$ cat src/shared/alarm_pkg.sv
// Constants and types shared by the alarm timing annunciator
package alarm_pkg;
  localparam int unsigned CLK_HZ         = 20000000;
  localparam int unsigned TICK_CYCLES    = CLK_HZ;       // One second
  localparam logic [11:0] DELAY_MAX_S    = 12'he10;      // 3600 seconds
  localparam logic [3:0]  IDLE_TIMEOUT_S = 4'ha;         // Ten seconds
  localparam logic [15:0] CODE_OFF       = 16'h0000;
  localparam logic [1:0]  FLASH_BIT      = 2'h0;         // Blink bit index
  localparam int unsigned VAL_W          = 32;

  // Front panel menu states
  typedef enum logic [2:0] {
    MENU_TOTALISING,
    MENU_CODE_PROMPT,
    MENU_CODE_ENTRY,
    MENU_SP_PROMPT,
    MENU_SP_EDIT
  } menu_e;

  // Display selector codes for the viewed or monitored input
  localparam logic [1:0] VIEW_A   = 2'h0;
  localparam logic [1:0] VIEW_B   = 2'h1;
  localparam logic [1:0] VIEW_SUM = 2'h2;
endpackage

$ cat src/rtl/alarm_channel.sv
// One alarm channel: detection, delay and silence timing
`timescale 1ns/10ps
`default_nettype none
module alarm_channel (
  input  wire logic                             clk_in,
  input  wire logic                             resetn_in,
  input  wire logic                             ce_in,
  input  wire logic                             tick_in,
  input  wire logic                             blink_in,
  input  wire logic                             enable_in,
  input  wire logic                             high_low_selection_in,
  input  wire logic                             is_rate_in,
  input  wire logic signed [alarm_pkg::VAL_W-1:0] value_in,
  input  wire logic signed [alarm_pkg::VAL_W-1:0] setpoint_in,
  input  wire logic signed [alarm_pkg::VAL_W-1:0] rate_hysteresis_value_in,
  input  wire logic [11:0]                      delay_in,
  input  wire logic [11:0]                      silence_in,
  input  wire logic                             accept_in,
  output logic                                  active_out,
  output logic                                  annunciator_out
);
  typedef struct packed {
    logic        cond;
    logic        active;
    logic        silenced;
    logic [11:0] delay_cnt;
    logic [11:0] sil_cnt;
  } ch_s;

  ch_s st_reg;
  ch_s st_next;
  logic signed [alarm_pkg::VAL_W-1:0] hyst;
  logic [11:0] delay_lim;

  // Condition with hysteresis, timers and silence
  always_comb begin
    st_next   = st_reg;
    hyst      = is_rate_in ? rate_hysteresis_value_in : '0;
    delay_lim = (delay_in > alarm_pkg::DELAY_MAX_S) ?
                alarm_pkg::DELAY_MAX_S : delay_in;
    if (!enable_in) begin
      st_next = '0;
    end else begin
      if (high_low_selection_in) begin
        if (value_in >= setpoint_in) st_next.cond = 1'b1;
        else if (value_in < setpoint_in - hyst) st_next.cond = 1'b0;
      end else begin
        if (value_in <= setpoint_in) st_next.cond = 1'b1;
        else if (value_in > setpoint_in + hyst) st_next.cond = 1'b0;
      end
      if (!st_reg.cond) begin
        st_next.delay_cnt = '0;
        st_next.active    = 1'b0;
        st_next.silenced  = 1'b0;
      end else if (!st_reg.active) begin
        if (st_reg.delay_cnt >= delay_lim) begin
          st_next.active = 1'b1;
        end else if (tick_in) begin
          st_next.delay_cnt = st_reg.delay_cnt + 12'h001;
        end
      end else if (st_reg.silenced) begin
        if (tick_in) begin
          if (st_reg.sil_cnt <= 12'h001) st_next.silenced = 1'b0;
          st_next.sil_cnt = st_reg.sil_cnt - 12'h001;
        end
      end else if (accept_in && silence_in != 12'h000) begin
        st_next.silenced = 1'b1;
        st_next.sil_cnt  = silence_in;
      end
    end
  end

  // State register, frozen when clock enable is low
  always_ff @(posedge clk_in or negedge resetn_in) begin
    if (!resetn_in) begin
      st_reg <= '0;
    end else if (ce_in) begin
      st_reg <= st_next;
    end
  end

  assign active_out = st_reg.active && !st_reg.silenced;
  // Flash during delay or silence, steady once active
  assign annunciator_out = st_reg.cond &&
    ((st_reg.active && !st_reg.silenced) || blink_in);

  // Zero delay acts at once; an accept must drop the output
  a_zero_delay: assert property (
    @(posedge clk_in) disable iff (!resetn_in)
    ce_in && enable_in && st_reg.cond && !st_reg.active &&
    delay_in == 12'h000 |=> st_reg.active)
    else $error("zero delay not immediate");
  a_silence_release: assert property (
    @(posedge clk_in) disable iff (!resetn_in)
    ce_in && st_reg.active && !st_reg.silenced && accept_in &&
    silence_in != 12'h000 |=> !active_out)
    else $error("accepted alarm still active");
endmodule
`default_nettype wire

$ cat src/rtl/alarm_timing_annunciator.sv
// Two-alarm timing, annunciator, display alternation and setpoint menu
`timescale 1ns/10ps
`default_nettype none
module alarm_timing_annunciator #(
  // Clocks per one-second tick; a bench may shorten it
  parameter int unsigned TICK_CYCLES = alarm_pkg::TICK_CYCLES
) (
  input  wire logic                               clk_in,
  input  wire logic                               resetn_in,
  input  wire logic                               ce_in,
  // Raw front panel buttons, asynchronous
  input  wire logic                               btn_p_in,
  input  wire logic                               btn_up_in,
  input  wire logic                               btn_down_in,
  input  wire logic                               btn_enter_in,
  // Process values and view
  input  wire logic signed [alarm_pkg::VAL_W-1:0] value1_in,
  input  wire logic signed [alarm_pkg::VAL_W-1:0] value2_in,
  input  wire logic [1:0]                         view_sel_in,
  input  wire logic [1:0]                         alarm1_input_in,
  input  wire logic [1:0]                         alarm2_input_in,
  // Configuration
  input  wire logic [1:0]                         enable_in,
  input  wire logic [1:0]                         high_low_selection_in,
  input  wire logic [1:0]                         is_rate_in,
  input  wire logic [1:0]                         output_polarity_option_in,
  input  wire logic signed [alarm_pkg::VAL_W-1:0] setpoint1_in,
  input  wire logic signed [alarm_pkg::VAL_W-1:0] setpoint2_in,
  input  wire logic signed [alarm_pkg::VAL_W-1:0] rate_hysteresis_value1_in,
  input  wire logic signed [alarm_pkg::VAL_W-1:0] rate_hysteresis_value2_in,
  input  wire logic [11:0]                        activation_delay_time1_in,
  input  wire logic [11:0]                        activation_delay_time2_in,
  input  wire logic [11:0]                        silence_time1_in,
  input  wire logic [11:0]                        silence_time2_in,
  input  wire logic                               flash_on_alarm_enable_in,
  input  wire logic                               direct_setpoint_menu_enable_in,
  input  wire logic [15:0]                        security_code_entry_in,
  input  wire logic [15:0]                        code_digits_in,
  // Outputs
  output logic [1:0]                              alarm_switch_out,
  output logic [1:0]                              annunciator_out,
  output logic                                    show_identifier_out,
  output logic                                    security_code_prompt_out,
  output logic                                    code_entry_out,
  output logic                                    rate_setpoint_prompt_out,
  output logic                                    total_setpoint_prompt_out,
  output logic                                    setpoint_edit_out,
  output logic                                    selected_alarm_out,
  output logic                                    digit_flash_out,
  output logic                                    accept_mode_out
);
  typedef struct packed {
    logic [3:0]  sync1;
    logic [3:0]  sync2;
    logic [3:0]  prev;
    logic [24:0] div;
    logic        tick;
    logic        blink;
    alarm_pkg::menu_e menu;
    logic [3:0]  idle;
    logic        sel;
    logic [15:0] code_active;
    logic [1:0]  sw;
    logic [1:0]  ann;
    logic        ident;
    logic [7:0]  pr;
  } top_s;

  top_s st_reg;
  top_s st_next;
  logic [1:0] ch_active;
  logic [1:0] ch_ann;
  logic [3:0] btn;
  logic [3:0] press;
  logic       accept_mode;
  logic       any_press;
  logic       alt1;
  logic       alt2;

  assign btn = {btn_enter_in, btn_down_in, btn_up_in, btn_p_in};
  assign press = st_reg.sync2 & ~st_reg.prev;
  assign any_press = |press;
  // Accept role only with nonzero silence and outside menus
  assign accept_mode = ((silence_time1_in != 12'h000) ||
                        (silence_time2_in != 12'h000)) &&
                       st_reg.menu == alarm_pkg::MENU_TOTALISING;

  alarm_channel u_alarm1 (
    .clk_in                   (clk_in),
    .resetn_in                (resetn_in),
    .ce_in                    (ce_in),
    .tick_in                  (st_reg.tick),
    .blink_in                 (st_reg.blink),
    .enable_in                (enable_in[0]),
    .high_low_selection_in    (high_low_selection_in[0]),
    .is_rate_in               (is_rate_in[0]),
    .value_in                 (value1_in),
    .setpoint_in              (setpoint1_in),
    .rate_hysteresis_value_in (rate_hysteresis_value1_in),
    .delay_in                 (activation_delay_time1_in),
    .silence_in               (silence_time1_in),
    .accept_in                (accept_mode && press[0]),
    .active_out               (ch_active[0]),
    .annunciator_out          (ch_ann[0])
  );

  alarm_channel u_alarm2 (
    .clk_in                   (clk_in),
    .resetn_in                (resetn_in),
    .ce_in                    (ce_in),
    .tick_in                  (st_reg.tick),
    .blink_in                 (st_reg.blink),
    .enable_in                (enable_in[1]),
    .high_low_selection_in    (high_low_selection_in[1]),
    .is_rate_in               (is_rate_in[1]),
    .value_in                 (value2_in),
    .setpoint_in              (setpoint2_in),
    .rate_hysteresis_value_in (rate_hysteresis_value2_in),
    .delay_in                 (activation_delay_time2_in),
    .silence_in               (silence_time2_in),
    .accept_in                (accept_mode && press[0]),
    .active_out               (ch_active[1]),
    .annunciator_out          (ch_ann[1])
  );

  // Alternate only when viewing the alarm's own input
  assign alt1 = ch_active[0] && view_sel_in == alarm1_input_in;
  assign alt2 = ch_active[1] && view_sel_in == alarm2_input_in;

  // Tick divider, synchronisers, outputs and menu
  always_comb begin
    st_next       = st_reg;
    st_next.sync1 = btn;
    st_next.sync2 = st_reg.sync1;
    st_next.prev  = st_reg.sync2;
    st_next.tick  = 1'b0;
    if (st_reg.div == 25'(TICK_CYCLES - 1)) begin
      st_next.div   = '0;
      st_next.tick  = 1'b1;
      st_next.blink = ~st_reg.blink;
    end else begin
      st_next.div = st_reg.div + 25'h0000001;
    end
    // Output switch follows polarity when idle
    st_next.sw  = ch_active ^ output_polarity_option_in;
    st_next.ann = ch_ann;
    st_next.ident = flash_on_alarm_enable_in && (alt1 || alt2) &&
                    st_reg.blink;
    if (any_press) st_next.idle = '0;
    else if (st_reg.tick && st_reg.menu != alarm_pkg::MENU_TOTALISING)
      st_next.idle = st_reg.idle + 4'h1;
    case (st_reg.menu)
      alarm_pkg::MENU_TOTALISING: begin
        st_next.code_active = security_code_entry_in;
        st_next.idle = '0;
        if (st_reg.sync2[0] && st_reg.sync2[3] &&
            (press[0] || press[3]) && direct_setpoint_menu_enable_in) begin
          if (security_code_entry_in == alarm_pkg::CODE_OFF)
            st_next.menu = alarm_pkg::MENU_SP_PROMPT;
          else
            st_next.menu = alarm_pkg::MENU_CODE_PROMPT;
        end
      end
      alarm_pkg::MENU_CODE_PROMPT: begin
        if (press[0]) st_next.menu = alarm_pkg::MENU_CODE_ENTRY;
      end
      alarm_pkg::MENU_CODE_ENTRY: begin
        if (press[3]) begin
          if (code_digits_in == st_reg.code_active)
            st_next.menu = alarm_pkg::MENU_SP_PROMPT;
          else
            st_next.menu = alarm_pkg::MENU_TOTALISING;
        end
      end
      alarm_pkg::MENU_SP_PROMPT: begin
        if (press[1] || press[2]) st_next.sel = ~st_reg.sel;
        else if (press[0]) st_next.menu = alarm_pkg::MENU_SP_EDIT;
        else if (press[3]) st_next.menu = alarm_pkg::MENU_TOTALISING;
      end
      alarm_pkg::MENU_SP_EDIT: begin
        if (press[3]) st_next.menu = alarm_pkg::MENU_SP_PROMPT;
      end
      default: st_next.menu = alarm_pkg::MENU_TOTALISING;
    endcase
    if (st_reg.menu != alarm_pkg::MENU_TOTALISING &&
        st_reg.idle >= alarm_pkg::IDLE_TIMEOUT_S && !any_press) begin
      st_next.menu = alarm_pkg::MENU_TOTALISING;
      st_next.idle = '0;
    end
    if (st_next.menu == alarm_pkg::MENU_TOTALISING) st_next.sel = 1'b0;
    // Prompt flags registered from next menu state
    st_next.pr[0] = st_next.menu == alarm_pkg::MENU_CODE_PROMPT;
    st_next.pr[1] = st_next.menu == alarm_pkg::MENU_CODE_ENTRY;
    st_next.pr[2] = st_next.menu == alarm_pkg::MENU_SP_PROMPT &&
                    is_rate_in[st_next.sel];
    st_next.pr[3] = st_next.menu == alarm_pkg::MENU_SP_PROMPT &&
                    !is_rate_in[st_next.sel];
    st_next.pr[4] = st_next.menu == alarm_pkg::MENU_SP_EDIT;
    st_next.pr[5] = st_next.sel;
    st_next.pr[6] = st_next.blink &&
                    (st_next.pr[1] || st_next.pr[4]);
    st_next.pr[7] = accept_mode;
  end

  // Single state register, frozen by clock enable
  always_ff @(posedge clk_in or negedge resetn_in) begin
    if (!resetn_in) begin
      st_reg      <= '0;
      st_reg.menu <= alarm_pkg::MENU_TOTALISING;
      st_reg.sw   <= 2'h0;
    end else if (ce_in) begin
      st_reg <= st_next;
    end
  end

  assign alarm_switch_out          = st_reg.sw;
  assign annunciator_out           = st_reg.ann;
  assign show_identifier_out       = st_reg.ident;
  assign security_code_prompt_out  = st_reg.pr[0];
  assign code_entry_out            = st_reg.pr[1];
  assign rate_setpoint_prompt_out  = st_reg.pr[2];
  assign total_setpoint_prompt_out = st_reg.pr[3];
  assign setpoint_edit_out         = st_reg.pr[4];
  assign selected_alarm_out        = st_reg.pr[5];
  assign digit_flash_out           = st_reg.pr[6];
  assign accept_mode_out           = st_reg.pr[7];

  // Menu entry and code guards
  a_menu_gated: assert property (
    @(posedge clk_in) disable iff (!resetn_in)
    st_reg.menu == alarm_pkg::MENU_TOTALISING &&
    !direct_setpoint_menu_enable_in
    |=> st_reg.menu == alarm_pkg::MENU_TOTALISING)
    else $error("menu opened while disabled");
  a_wrong_code: assert property (
    @(posedge clk_in) disable iff (!resetn_in)
    ce_in && st_reg.menu == alarm_pkg::MENU_CODE_ENTRY && press[3] &&
    code_digits_in != st_reg.code_active
    |=> st_reg.menu == alarm_pkg::MENU_TOTALISING)
    else $error("wrong code accepted");
  // Stored code may only follow the setting in totalising mode
  a_code_latch: assert property (
    @(posedge clk_in) disable iff (!resetn_in)
    st_reg.menu != alarm_pkg::MENU_TOTALISING |=> $stable(st_reg.code_active))
    else $error("code changed inside menu");
  // Display side guards
  a_ident_view: assert property (
    @(posedge clk_in) disable iff (!resetn_in)
    ce_in && !flash_on_alarm_enable_in |=> !show_identifier_out)
    else $error("identifier shown while disabled");
  a_ann_follow: assert property (
    @(posedge clk_in) disable iff (!resetn_in)
    ce_in |=> annunciator_out == $past(ch_ann))
    else $error("annunciator lag wrong");
  a_switch_pol: assert property (
    @(posedge clk_in) disable iff (!resetn_in)
    ce_in |=> alarm_switch_out ==
    ($past(ch_active) ^ $past(output_polarity_option_in)))
    else $error("switch polarity wrong");
  c_menu_open: cover property (@(posedge clk_in)
    st_reg.menu == alarm_pkg::MENU_SP_PROMPT);
  c_code_entry: cover property (@(posedge clk_in)
    st_reg.menu == alarm_pkg::MENU_CODE_ENTRY);
  c_alarm_on: cover property (@(posedge clk_in) ch_active[0]);
endmodule
`default_nettype wire

$ cat config.mk
export PLATFORM = sky130hd
export DESIGN_NAME = alarm_timing_annunciator
export DESIGN_NICKNAME = d
export VERILOG_FILES = /design/src/shared/alarm_pkg.sv /design/src/rtl/alarm_channel.sv /design/src/rtl/alarm_timing_annunciator.sv
export SDC_FILE = /design/constraint.sdc
export NUM_CORES = 1
export LEC_CHECK = 0
export ABC_AREA = 1
export BUFFER_PORTS_ARGS = -buffer_cell sky130_fd_sc_hd__buf_2
export CORE_ASPECT_RATIO = 0.5
export CORE_MARGIN = 10
export CORE_UTILIZATION = 60
export DETAILED_ROUTE_END_ITERATION = 8
export GPL_TIMING_DRIVEN = 0
export PLACE_DENSITY_LB_ADDON = 0.2
export SLEW_MARGIN = 20
export SYNTH_ARGS = -nofsm -noshare
export SYNTH_HDL_FRONTEND = slang
export SYNTH_HIERARCHICAL = 1
export SYNTH_SLANG_ARGS = --single-unit
$ cat constraint.sdc
create_clock -name clk_in -period 2.45 [get_ports clk_in]
set_input_delay 0.1225 -clock clk_in [delete_from_list [all_inputs] [get_ports clk_in]]
set_output_delay 0.1225 -clock clk_in [all_outputs]
set_load 0.01 [all_outputs]
==> impl_metrics.env <==
export IMPL_outcome="finished, violations left"
export IMPL_violations="negative setup slack"
export IMPL_antenna_found_initial=8
export IMPL_placed_area_um2=23620
export IMPL_wire_per_inst_um=18.22
export IMPL_grt_usage_pct=30.25
export IMPL_avgSynthCellArea_um2=6.592
export IMPL_finalSetupViolations=2
export IMPL_cts_tree="done"
export IMPL_largest_reg_flops=54
export IMPL_port_buffers=307
export IMPL_slew_headroom_pct=41.37
export IMPL_worstPathRequired_ps=2760
export IMPL_grt_pass1_vias=23090
export IMPL_clockRootBuffer="clkbuf_16"
export IMPL_vias=24575
export IMPL_synth_async_sr_flop_share_pct=100.0
export IMPL_clock_latency_ps=430
export IMPL_synthFlopType="dfrtp_1"
export IMPL_arrival_ps=3650
export IMPL_overflow=0
export IMPL_timing_hold_ws_ps=0.6399
export IMPL_start_util_pct=61.48
export IMPL_dr_pass1_iters=6
export IMPL_seq_area_frac_synth_pct=15.07
export IMPL_core_area_um2=34830
export IMPL_h_tree_depth=4
export IMPL_max_freq_mhz=299.5
export IMPL_ant_nets=0
export IMPL_finalClockSkew_ps=7.028
export IMPL_critPathCaptureType="flip-flop"
export IMPL_hold_path_class="primary input to flip-flop"
export IMPL_gp_congestion=1.018
export IMPL_grt_max_degree=94
export IMPL_nNetsFinal=4358
export IMPL_synth_edff_count=0
export IMPL_maxCapViolCount=0
export IMPL_maxSlewViolCount=0
export IMPL_viasPerCell=5.839
export IMPL_path_clk_slew_ps=60
export IMPL_timing_rr_end="u_alarm2/st_reg[14]"
export IMPL_final_hold_viol_count=0
export IMPL_num_io_pins=308
export IMPL_rsz0062_at_grt="yes"
export IMPL_area_growth_pct=29.33
export IMPL_drcViolationCount=0
export IMPL_synth_warnings=6
export IMPL_netlist_instances=3249
export IMPL_row_count=48
export IMPL_dp_hpwl_mm=56.32
export IMPL_reg2reg_from="u_alarm2/st_reg[12]"
export IMPL_cp_max_fo=8
export IMPL_fin_crit_sh_pct=136.3
export IMPL_post_route_min_period_ps=3339
export IMPL_dieWidth_um=287.2
export IMPL_reg2reg_slack_ps=200
export IMPL_ff2ff_path_depth=13
export IMPL_min_path_cells=3
export IMPL_wl_mm=76.71
export IMPL_synth_fp_nets=3895
export IMPL_syn_area_um2=21420
export IMPL_cts_sinks=129
export IMPL_yosys_cell_types_count=73
export IMPL_min_from="security_code_entry_in[0]"
export IMPL_ir_drop_mv=0.4892
export IMPL_grt_pass1_wl_mm=111.2
export IMPL_drive_gt1_share_pct=28.27
export IMPL_startpoint_type="primary input"
export IMPL_die_h_um=153.6
export IMPL_dieArea_um2=44110
export IMPL_cts_buffers=17
export IMPL_power_density_nw_per_um2=456.2
export IMPL_worst_pin_slew_ps=872.8
export IMPL_clk_path_buf_depth=2
export IMPL_timing_final_ws_setup_ps=-888.8
export IMPL_worstSetupPathType="primary input to flip-flop"
export IMPL_dp_slack_ps=-2242
export IMPL_drt_iter0_drc=2200
export IMPL_leakage_nw=14.53
export IMPL_finalInstanceArea_um2=27700
export IMPL_yosys_register_bits=129
export IMPL_whs_endpoint="st_reg[13]"
==> cell type report <==
cell class                      count  area, µm²
Multi-Input combinational cell   2507      17680
Buffer                             79      732.0
Sequential cell                   129       3228
Inverter                          534       2026
Clock buffer                       19      452.9
Clock inverter                     13      230.2
Timing Repair Buffer              444       2736
Antenna cell                        9      22.52
Fill cell                        2460       7134
Tap cell                          475      594.3
==> repair_timing <==
action | in CTS | in global routing
pin swaps | 58 | 164
cloned | 3 | 7
hold buffers | 17 | 0
hold endpoints to repair | 97 | 0
setup buffers | 45 | 65
resized for setup | 170 | 355
setup endpoints to repair | 2 | 16
==> worst max path at each step <==
stage,startpoint,endpoint,cells past startpoint
floorplan,is_rate_in[1],u_alarm2/st_reg[26],28
global placement,is_rate_in[1],u_alarm2/st_reg[26],24
detailed placement,is_rate_in[1],u_alarm2/st_reg[26],24
CTS,is_rate_in[1],u_alarm2/st_reg[26],32
global route,is_rate_in[1],u_alarm2/st_reg[26],27
finish,is_rate_in[1],u_alarm2/st_reg[26],25
==> layout by cell type, fill, tap and decap left out, drive strengths merged, types with 24 or more instances in the layout <==
| cell type | count |
|---|---|
| nand3 | 149 |
| inv | 534 |
| o21ai | 206 |
| ha | 347 |
| nor3 | 67 |
| buf | 475 |
| nor2 | 319 |
| o21bai | 27 |
| nand4 | 45 |
| xor2 | 127 |
| a21oi | 267 |
| xnor2 | 24 |
| dfrtp | 129 |
| nand2 | 769 |
| clkbuf | 50 |
| nor4 | 30 |
==> metal layers <==
layer	GRT usage (%)	wire length, µm
met5	0	0
met4	17.87	5460
met3	3.605	5342
met2	55.38	37800
met1	33.31	28100
==> power by group <==
part | switching (mW) | internal, mW | total (mW)
registers | 0.279 | 2.45 | 2.73
logic | 4.23 | 2.72 | 6.95
clock network | 0.994 | 1.96 | 2.96
total | 5.51 | 7.13 | 12.6
==> cells in the mapped netlist, drive strengths merged (12+ instances only) <==
| master | instances | area, µm² |
|---|---|---|
| nand2 | 769 | 3002 |
| inv | 532 | 2002 |
| ha | 347 | 4342 |
| nor2 | 319 | 1291 |
| a21oi | 267 | 1486 |
| o21ai | 206 | 1084 |
| nand3 | 149 | 835.8 |
| dfrtp | 129 | 3228 |
| xor2 | 127 | 1127 |
| nor3 | 67 | 370.4 |
| buf | 52 | 449.2 |
| nand4 | 45 | 294.0 |
| nor4 | 30 | 270.3 |
| clkbuf | 27 | 101.4 |
| o21bai | 27 | 236.5 |
| xnor2 | 24 | 210.2 |
| o21a | 19 | 142.6 |
| a31oi | 14 | 93.84 |
| a21o | 13 | 97.59 |
| o211ai | 12 | 100.1 |
==> metrics by stage <==
step           utilization, %  cells  power (mW)  setup TNS (ps)
2_1_floorplan               -   3249       6.613          -954.8
3_3_place_gp            67.71   4031       8.036          -77680
3_5_place_dp            67.82   4032       8.226           -9374
4_1_cts                 73.56   4129       11.57           -1301
5_1_grt                 79.51   4208       13.42           -1781
6_report                79.52   4209       12.64           -1598
==> worst max-delay path, cell delays in order <==
cell and delay [ps]:
buf_12 120, clkbuf_16 180, nand2_2 80, ha_4 280, buf_6 140, inv_1 90, o21bai_2 300, a21oi_2 150
o21ai_2 270, a21oi_4 80, buf_4 140, buf_4 130, xor2_1 150, ha_1 300, nand2_1 90, nor3_1 310
nand2_2 100, nand2_2 90, nand2_2 90, nand3_1 110, nand3_2 90, nand3_2 60, nand2_1 50, nand2_1 50
nand2_1 60
==> logic make-up after synthesis <==
kind of cell,count (synthesis),share of synthesized area (%)
flops,129,15.07
fa+ha+maj,351,20.65
simple gates,1399,28.98
buf+inv,613,11.96
xor+xnor,151,6.245
compound gates,606,17.10
Note: power is estimated with default switching activity, not from simulation.
